**src/logic/dcc_pkg.sv**
```systemverilog
// Package of constants and types for the dual comparator control block.
// Assumes one 20 MHz clock and a plain address/strobe register port.
package dcc_pkg;

  localparam int ADDR_W = 4;
  localparam int DATA_W = 8;

  localparam logic [3:0] ADDR_CTRL   = 4'h0;
  localparam logic [3:0] ADDR_STATUS = 4'h1;
  localparam logic [3:0] ADDR_MASK   = 4'h2;

  localparam int BIT_CMP2_RESULT = 7;
  localparam int BIT_CMP1_RESULT = 6;
  localparam int BIT_CMP2_POL    = 5;
  localparam int BIT_CMP1_POL    = 4;
  localparam int BIT_SWAP        = 3;
  localparam int BIT_MODE_HI     = 2;
  localparam int BIT_CHANGE      = 0;

  localparam logic [7:0] CTRL_RESET   = 8'h00;
  localparam logic [7:0] STATUS_RESET = 8'h00;
  localparam logic [7:0] MASK_RESET   = 8'h00;

  localparam int SYNC_STAGES = 3;

  typedef enum logic [2:0] {
    MODE_RESET      = 3'b000,
    MODE_ONE        = 3'b001,
    MODE_TWO_INDEP  = 3'b010,
    MODE_COMMON_REF = 3'b011,
    MODE_INDEP_OUT  = 3'b100,
    MODE_COMMON_OUT = 3'b101,
    MODE_MUX_VREF   = 3'b110,
    MODE_OFF        = 3'b111
  } dcc_mode_t;

  typedef enum logic [2:0] {
    SRC_NONE = 3'b000,
    SRC_PIN1 = 3'b001,
    SRC_PIN2 = 3'b010,
    SRC_PIN3 = 3'b011,
    SRC_PIN4 = 3'b100,
    SRC_PIN5 = 3'b101,
    SRC_PIN6 = 3'b110,
    SRC_VREF = 3'b111
  } dcc_src_t;

  typedef struct packed {
    logic     powered;
    dcc_src_t pos_sel;
    dcc_src_t neg_sel;
    logic     to_pin;
  } dcc_route_t;

endpackage

```
**src/logic/dcc_sync.sv**
```systemverilog
// Three-stage input synchroniser with agreement filter.
// Assumes asynchronous inputs and an already synchronised active-low reset.
`timescale 1ns/1ps
module dcc_sync
  import dcc_pkg::*;
#(
  parameter int WIDTH = 2
) (
  input  wire logic             clk,
  input  wire logic             rst_n,
  input  wire logic [WIDTH-1:0] din,
  output logic      [WIDTH-1:0] dout
);

  genvar g;
  generate
    for (g = 0; g < WIDTH; g++) begin : g_bit
      logic [SYNC_STAGES-1:0] stage_r;
      logic [SYNC_STAGES-1:0] stage_nxt;
      logic                   held_r;
      logic                   held_nxt;

      // A change is taken only once stages two and three agree.
      always_comb begin
        stage_nxt = {stage_r[SYNC_STAGES-2:0], din[g]};
        held_nxt  = (stage_r[1] == stage_r[2]) ? stage_r[2] : held_r;
      end

      always_ff @(posedge clk or negedge rst_n) begin
        if (!rst_n) begin
          stage_r <= '0;
          held_r  <= 1'b0;
        end else begin
          stage_r <= stage_nxt;
          held_r  <= held_nxt;
        end
      end

      assign dout[g] = held_r;
    end
  endgenerate

endmodule

```
**src/logic/dcc_top.sv**
```systemverilog
// Control and status logic around two analog comparators.
// Assumes the analog cores give a digital result each and take route selects.
`timescale 1ns/1ps
module dcc_top
  import dcc_pkg::*;
(
  input  wire logic              CLOCK,
  input  wire logic              RESET_N,
  input  wire logic [ADDR_W-1:0] ADDR,
  input  wire logic [DATA_W-1:0] WDATA,
  input  wire logic              WR,
  input  wire logic              RD,
  output logic      [DATA_W-1:0] RDATA,
  input  wire logic              CMP1_RAW,
  input  wire logic              CMP2_RAW,
  output dcc_route_t             CMP1_ROUTE,
  output dcc_route_t             CMP2_ROUTE,
  output logic      [1:0]        PIN_OUT,
  output logic      [1:0]        PIN_OUT_SEL,
  output logic                   IRQ
);

  logic rst_meta_r;
  logic rst_n;

  always_ff @(posedge CLOCK or negedge RESET_N) begin
    if (!RESET_N) begin
      rst_meta_r <= 1'b0;
      rst_n      <= 1'b0;
    end else begin
      rst_meta_r <= 1'b1;
      rst_n      <= rst_meta_r;
    end
  end

  // Routing of one channel for a given mode; index 0 is comparator 1.
  function automatic dcc_route_t route_of(input dcc_mode_t m,
                                          input logic      sw,
                                          input logic      second);
    dcc_route_t r;
    r = '0;
    case (m)
      MODE_ONE: begin
        r.powered = !second;
        r.pos_sel = second ? SRC_NONE : SRC_PIN5;
        r.neg_sel = second ? SRC_NONE : SRC_PIN6;
      end
      MODE_TWO_INDEP, MODE_INDEP_OUT: begin
        r.powered = 1'b1;
        r.pos_sel = second ? SRC_PIN3 : SRC_PIN5;
        r.neg_sel = second ? SRC_PIN4 : SRC_PIN6;
        r.to_pin  = (m == MODE_INDEP_OUT);
      end
      MODE_COMMON_REF, MODE_COMMON_OUT: begin
        r.powered = 1'b1;
        r.pos_sel = SRC_PIN5;
        r.neg_sel = second ? SRC_PIN4 : SRC_PIN6;
        r.to_pin  = (m == MODE_COMMON_OUT);
      end
      MODE_MUX_VREF: begin
        r.powered = 1'b1;
        r.pos_sel = SRC_VREF;
        if (sw) begin
          r.neg_sel = second ? SRC_PIN3 : SRC_PIN5;
        end else begin
          r.neg_sel = second ? SRC_PIN4 : SRC_PIN6;
        end
      end
      default: begin
        r = '0;
      end
    endcase
    return r;
  endfunction

  logic [1:0] raw_s;

  dcc_sync #(
    .WIDTH (2)
  ) u_sync (
    .clk   (CLOCK),
    .rst_n (rst_n),
    .din   ({CMP2_RAW, CMP1_RAW}),
    .dout  (raw_s)
  );

  logic       ctrl_wr;
  logic       ctrl_acc;
  logic       stat_wr;
  logic       mask_wr;

  assign ctrl_wr  = WR && (ADDR == ADDR_CTRL);
  assign ctrl_acc = (WR || RD) && (ADDR == ADDR_CTRL);
  assign stat_wr  = WR && (ADDR == ADDR_STATUS);
  assign mask_wr  = WR && (ADDR == ADDR_MASK);

  // Control register.
  dcc_mode_t  mode_r;
  dcc_mode_t  mode_nxt;
  logic       swap_r;
  logic       swap_nxt;
  logic [1:0] pol_r;
  logic [1:0] pol_nxt;

  always_comb begin
    mode_nxt = mode_r;
    swap_nxt = swap_r;
    pol_nxt  = pol_r;
    if (ctrl_wr) begin
      mode_nxt = dcc_mode_t'(WDATA[BIT_MODE_HI:0]);
      swap_nxt = WDATA[BIT_SWAP];
      pol_nxt  = {WDATA[BIT_CMP2_POL], WDATA[BIT_CMP1_POL]};
    end
  end

  always_ff @(posedge CLOCK or negedge rst_n) begin
    if (!rst_n) begin
      mode_r <= dcc_mode_t'(CTRL_RESET[BIT_MODE_HI:0]);
      swap_r <= CTRL_RESET[BIT_SWAP];
      pol_r  <= {CTRL_RESET[BIT_CMP2_POL], CTRL_RESET[BIT_CMP1_POL]};
    end else begin
      mode_r <= mode_nxt;
      swap_r <= swap_nxt;
      pol_r  <= pol_nxt;
    end
  end

  // Results, routing and pin drive of the two channels.
  dcc_route_t route_nxt [2];
  logic [1:0] pwr;
  logic [1:0] result_r;
  logic [1:0] result_nxt;
  logic [1:0] pin_out_nxt;
  logic [1:0] pin_sel_nxt;

  genvar c;
  generate
    for (c = 0; c < 2; c++) begin : g_chan
      always_comb begin
        route_nxt[c] = route_of(mode_r, swap_r, c == 1);
        pwr[c]       = (c == 0) ? CMP1_ROUTE.powered : CMP2_ROUTE.powered;
        // A powered-down core reads as low before polarity is applied.
        result_nxt[c]  = (pwr[c] & raw_s[c]) ^ pol_r[c];
        pin_out_nxt[c] = result_nxt[c];
        pin_sel_nxt[c] = route_nxt[c].to_pin;
      end
    end
  endgenerate

  always_ff @(posedge CLOCK or negedge rst_n) begin
    if (!rst_n) begin
      CMP1_ROUTE  <= '0;
      CMP2_ROUTE  <= '0;
      result_r    <= 2'h0;
      PIN_OUT     <= 2'h0;
      PIN_OUT_SEL <= 2'h0;
    end else begin
      CMP1_ROUTE  <= route_nxt[0];
      CMP2_ROUTE  <= route_nxt[1];
      result_r    <= result_nxt;
      PIN_OUT     <= pin_out_nxt;
      PIN_OUT_SEL <= pin_sel_nxt;
    end
  end

  // Change detection, status, mask and interrupt.
  logic [1:0] last_r;
  logic [1:0] last_nxt;
  logic       flag_r;
  logic       flag_nxt;
  logic       mask_r;
  logic       mask_nxt;
  logic       irq_nxt;
  logic       mismatch;

  assign mismatch = (result_r != last_r);

  always_comb begin
    last_nxt = ctrl_acc ? result_r : last_r;
    flag_nxt = flag_r;
    if (stat_wr && WDATA[BIT_CHANGE]) begin
      flag_nxt = 1'b0;
    end
    // A pending mismatch sets the flag even in a clearing cycle.
    if (mismatch) begin
      flag_nxt = 1'b1;
    end
    mask_nxt = mask_wr ? WDATA[BIT_CHANGE] : mask_r;
    irq_nxt  = flag_r & mask_r;
  end

  always_ff @(posedge CLOCK or negedge rst_n) begin
    if (!rst_n) begin
      last_r <= 2'h0;
      flag_r <= STATUS_RESET[BIT_CHANGE];
      mask_r <= MASK_RESET[BIT_CHANGE];
      IRQ    <= 1'b0;
    end else begin
      last_r <= last_nxt;
      flag_r <= flag_nxt;
      mask_r <= mask_nxt;
      IRQ    <= irq_nxt;
    end
  end

  // Read port.
  logic [DATA_W-1:0] rdata_nxt;

  always_comb begin
    rdata_nxt = '0;
    if (RD) begin
      case (ADDR)
        ADDR_CTRL: begin
          rdata_nxt[BIT_CMP2_RESULT] = result_r[1];
          rdata_nxt[BIT_CMP1_RESULT] = result_r[0];
          rdata_nxt[BIT_CMP2_POL]    = pol_r[1];
          rdata_nxt[BIT_CMP1_POL]    = pol_r[0];
          rdata_nxt[BIT_SWAP]        = swap_r;
          rdata_nxt[BIT_MODE_HI:0]   = mode_r;
        end
        ADDR_STATUS: begin
          rdata_nxt[BIT_CHANGE] = flag_r;
        end
        ADDR_MASK: begin
          rdata_nxt[BIT_CHANGE] = mask_r;
        end
        default: begin
          rdata_nxt = '0;
        end
      endcase
    end
  end

  always_ff @(posedge CLOCK or negedge rst_n) begin
    if (!rst_n) begin
      RDATA <= '0;
    end else begin
      RDATA <= rdata_nxt;
    end
  end

  AST_POLARITY_SET: assert property (@(posedge CLOCK) disable iff (!rst_n)
    (pwr[0] && raw_s[0] && pol_r[0]) |=> !result_r[0])
    else $error("Inverted comparator 1 result not low.");

  AST_POLARITY_CLEAR: assert property (@(posedge CLOCK) disable iff (!rst_n)
    (pwr[1] && raw_s[1] && !pol_r[1]) |=> result_r[1])
    else $error("Comparator 2 result not high for a high core.");

  AST_VREF_MODE: assert property (@(posedge CLOCK) disable iff (!rst_n)
    (mode_r == MODE_MUX_VREF) |=>
      (CMP1_ROUTE.pos_sel == SRC_VREF) && (CMP2_ROUTE.pos_sel == SRC_VREF))
    else $error("Reference not routed to both non-inverting inputs.");

  AST_SWAP_PAIRS: assert property (@(posedge CLOCK) disable iff (!rst_n)
    (mode_r == MODE_MUX_VREF && swap_r) |=>
      (CMP1_ROUTE.neg_sel == SRC_PIN5) && (CMP2_ROUTE.neg_sel == SRC_PIN3))
    else $error("Swapped inverting inputs not on the second pin pair.");

  AST_RESET_MODE: assert property (@(posedge CLOCK)
    $rose(rst_n) |-> (mode_r == MODE_RESET) && !CMP1_ROUTE.powered
      && !CMP2_ROUTE.powered && (pol_r == 2'h0))
    else $error("Reset did not leave the comparators in reset mode.");

  AST_CTRL_WRITE: assert property (@(posedge CLOCK) disable iff (!rst_n)
    ctrl_wr |=> (mode_r == $past(WDATA[2:0])) ##1
      (CMP2_ROUTE.powered == ($past(mode_r) inside {MODE_TWO_INDEP,
        MODE_COMMON_REF, MODE_INDEP_OUT, MODE_COMMON_OUT, MODE_MUX_VREF})))
    else $error("Control write did not reach the routing.");

  AST_FLAG_SET: assert property (@(posedge CLOCK) disable iff (!rst_n)
    mismatch |=> flag_r ##1 (IRQ == $past(mask_r)))
    else $error("Mismatch did not set the change flag.");

  AST_READ_ENDS: assert property (@(posedge CLOCK) disable iff (!rst_n)
    (RD && ADDR == ADDR_CTRL) |=> (last_r == $past(result_r)))
    else $error("Control read did not end the mismatch.");

  AST_READ_DATA: assert property (@(posedge CLOCK) disable iff (!rst_n)
    (RD && ADDR == ADDR_CTRL) |=>
      (RDATA[7:6] == $past(result_r)) && (RDATA[2:0] == $past(mode_r)))
    else $error("Control read data out of place.");

  AST_OFF_MODES: assert property (@(posedge CLOCK) disable iff (!rst_n)
    (mode_r == MODE_OFF || mode_r == MODE_RESET) |=>
      !CMP1_ROUTE.powered && !CMP2_ROUTE.powered)
    else $error("Comparator powered in an off mode.");

  AST_FLAG_CLEAR: assert property (@(posedge CLOCK) disable iff (!rst_n)
    (stat_wr && WDATA[BIT_CHANGE] && !mismatch) |=> !flag_r)
    else $error("Change flag not cleared by a written one.");

  AST_IRQ_MASKED: assert property (@(posedge CLOCK) disable iff (!rst_n)
    !mask_r |=> !IRQ)
    else $error("Interrupt raised while masked.");

  AST_PIN_ROUTE: assert property (@(posedge CLOCK) disable iff (!rst_n)
    (mode_r == MODE_INDEP_OUT || mode_r == MODE_COMMON_OUT) |=>
      (PIN_OUT_SEL == 2'h3))
    else $error("Results not routed to the output pins.");

  AST_MODE_ONE: assert property (@(posedge CLOCK) disable iff (!rst_n)
    (mode_r == MODE_ONE) |=> CMP1_ROUTE.powered && !CMP2_ROUTE.powered)
    else $error("Single comparator mode powers the wrong cores.");

endmodule

```
**config.mk**
```make
export PLATFORM = sky130hd
export DESIGN_NAME = dcc_top
export DESIGN_NICKNAME = d
export VERILOG_FILES = /design/src/logic/dcc_pkg.sv /design/src/logic/dcc_sync.sv /design/src/logic/dcc_top.sv
export SDC_FILE = /design/constraint.sdc
export NUM_CORES = 1
export LEC_CHECK = 0
export BUFFER_PORTS_ARGS = -buffer_cell sky130_fd_sc_hd__buf_2
export CORE_MARGIN = 2
export CORE_UTILIZATION = 33
export CTS_BUF_LIST = sky130_fd_sc_hd__clkbuf_8 sky130_fd_sc_hd__clkbuf_16
export CTS_CLUSTER_DIAMETER = 100
export CTS_CLUSTER_SIZE = 12
export DETAILED_ROUTE_END_ITERATION = 10
export PLACE_DENSITY_LB_ADDON = 0.25
export SYNTH_ARGS = -nofsm -noshare
export SYNTH_HDL_FRONTEND = slang
export SYNTH_SLANG_ARGS = --single-unit
```
**constraint.sdc**
```tcl
create_clock -name CLOCK -period 1.4 [get_ports CLOCK]
set_clock_uncertainty 0.15 [all_clocks]
set_input_delay 0.28 -clock CLOCK [delete_from_list [all_inputs] [get_ports CLOCK]]
set_output_delay 0.28 -clock CLOCK [all_outputs]
set_load 0.02 [all_outputs]
```
==> metrics.csv <==
metric;value;unit
overall routing resource usage;0.109;
Synth Area in Compound Gates;0.0421;
largest family of logic cells by synthesized area;simple AND/OR/NAND/NOR gates;
CP Data Required Time;0.97;ns
RePlAce Congestion;0.726;
placed cell area;0.00174;sq mm
row count;24;
Post-CTS Repair Setup Buffers;0;
Reg2Reg Capture Point;CMP1_ROUTE[4];
capture point of the worst path;PIN_OUT[0];
Fmax achieved;0.767;GHz
CTS clk-pin slew, worst paths;0.07;ns
hold slack final;0.0504;ns
commonest cells after routing, fill and taps aside;44 x buf_2, 40 x dfrtp_1, 9 x and2_1, 7 x mux2_2, 7 x clkbuf_8;
multiplexer share of the synthesized area;0.0749;
P&R area growth vs syn;25.3;%
worst setup path startpoint;result_r[0];
XOR/XNOR Fraction of Synth Area;0.0295;
Worst VDD drop;621;uV
# setup viols final;0;
top post-synthesis cells by area;dfrtp_1 67%, mux2_2 5.3%, buf_4 4.5%, and2_1 3.8%, xnor2_1 1.8%;
ANT cells;0;
via count of the first global-routing pass;887;
nets@finish;174;
Post-Synth Simple-Gate Area;0.102;
Synth top area share;0.673;
r2r startpoint;mode_r[2];
Initial DRC Count;41;
Die Width;71.1;microns
global-route wire length before repair;4060;microns
Yosys Warn Count;0;
status;finished, final reports clean;
Hold-fix buffers, CTS;3;
Reg2Reg Setup Slack;0.12;ns
most common cell after layout, fill and taps aside;buf_2;
synth unique cells;29;
Worst Path Arrival;0.87;ns
clock buffer depth;2;
DRT Pass-1 Iters;4;
Starting Density;0.341;
Routed Antenna Nets;0;
die area;0.00506;sq mm
Gate Count Post-Synth;106;
setup total negative slack;0;ns
Max stage delay cell, worst path;dfrtp_1;
Die H;71.1;microns
Port Buffer Count;44;
post-route cell area;0.00186;sq mm
Post-route DRC;0;
reg2reg path depth;3;
clock sink count;40;
GR met1 Demand/Resource;0.121;
final hold violations;0;
post-CTS sizing;0;
Synth Cell Area;0.00149;sq mm
Stages on worst setup path;1;
delay-heaviest family, CP;flip-flops;
number of max-cap violations;0;
H-tree Lvls;2;
met3 usage;0.0370;
Setup crit start kind;register;
critical-path cell list;buf_2;
Seq/Total Area, Yosys;0.673;
remaining global-route overflow;0;
FF+latch count, synth;40;
share of cells above drive strength 1;0.426;
HPWL after detailed placement;1890;microns
CTS tree;yes;
Final min period;1.30;ns
Avg Vias per Cell;4.39;
I/O pins;47;
Post-Route WL;2510;microns
CP endpoint kind;primary output;
initial antenna violation count;0;
adder-cell share of the synthesized area;0.0219;
wire per inst;12.1;microns
clk root buf;clkbuf_8;
routed via count;908;
Yosys top cell by area;dfrtp_1;
busiest metal layer after global routing;met2;
HP Class;reg -> async;
WS Path Type;reg -> out;
syn nets;125;
fin crit share;0.931;
total power;3.15;mW
unrepaired setup endpoints after global routing;false;
M2 GR Usage;0.180;
Crit path largest cell delay;0.41;ns
Core Area;0.00435;sq mm
worst skew pair latency;0.29;ns
Syn Area/Cell;14.0;sq um
critical path peak fanout;4;
LEAKAGE;0.958;nW
Final Max Tran Viols;0;
PD cells;1690;mW/mm^2
Num CTS Buffers;5;
largest net degree at the start of global routing;24;
crit path buf inv count;1;
## metal layers
metal  routed length (microns)  vias to the layer above
met2                      1270                       26
met4                        61                        0
met5                         0                        -
met3                       139                        7
met1                      1040                      437
li1                          -                      438
## state kept, by name, indices dropped and copies added (netlist names)
register,flops
CMP1_ROUTE,4
CMP2_ROUTE,4
IRQ,1
PIN_OUT_SEL,1
RDATA,8
flag_r,1
last_r,2
mask_r,1
mode_r,3
pol_r,2
result_r,2
rst_meta_r,1
rst_n,1
swap_r,1
u_sync.g_bit.held_r,2
u_sync.g_bit.stage_r,6
## worst min path at each step
stage / start / to / depth (start not counted)
after global routing: WDATA[1] / mode_r[1] / 2
after global placement: RESET_N / rst_meta_r / 1
after floorplan: RESET_N / rst_meta_r / 0
after detailed placement: RESET_N / rst_meta_r / 1
final: rst_n / u_sync.g_bit[0].stage_r[2] / 1
after CTS: rst_n / u_sync.g_bit[0].stage_r[2] / 1
## synth_stat cells
| master | instances |
|---|---|
| a211o_1 | 1 |
| o21ai_0 | 1 |
| a21oi_1 | 3 |
| nand4b_1 | 1 |
| buf_4 | 9 |
| a21boi_0 | 1 |
| o2bb2ai_1 | 1 |
| inv_1 | 2 |
| nor2_1 | 6 |
| xor2_1 | 2 |
| and3_1 | 2 |
| nor2_2 | 1 |
| mux2i_1 | 1 |
| o211a_1 | 1 |
| nor2_4 | 1 |
| nand3_2 | 1 |
| conb_1 | 1 |
| nand4_1 | 1 |
| o31ai_1 | 1 |
| and2_1 | 9 |
| ha_1 | 1 |
| xnor2_1 | 3 |
| mux2_1 | 2 |
| buf_2 | 1 |
| mux2_2 | 7 |
| dfrtp_1 | 40 |
| maj3_1 | 2 |
| nor2b_1 | 1 |
| nand2_1 | 3 |
## metrics by stage
| step | worst slack, ns | cells | util |
|---|---|---|---|
| finish | 0.0963 | 207 | 0.428 |
| floorplan | 0.0546 | 106 | - |
| global placement | 0.0399 | 197 | 0.399 |
| global route | 0.0103 | 207 | 0.428 |
| CTS | 0.0734 | 207 | 0.428 |
| detailed placement | -0.0127 | 197 | 0.399 |
## where the power goes
part / switching, mW / internal [mW]
combinational: 0.492 / 0.340
sequential: 0.152 / 1.37
clock: 0.357 / 0.438
## area by class of cell
| type | instances | area, sq um |
|---|---|---|
| sequential | 40 | 1000 |
| timing repair buffer | 52 | 288 |
| multi-input combinational | 54 | 405 |
| inverter | 2 | 7.51 |
| tap | 52 | 65.1 |
| clock buffer | 7 | 96.3 |
| fill | 409 | 2490 |
## kinds of logic after synthesis
kind of cell    count (synthesis)
fa+ha+maj                       3
xor+xnor                        5
buf+inv                        12
compound gates                  9
mux                            10
flops                          40
other cells                     1
simple gates                   26
Power figures use the tool's default switching activity.
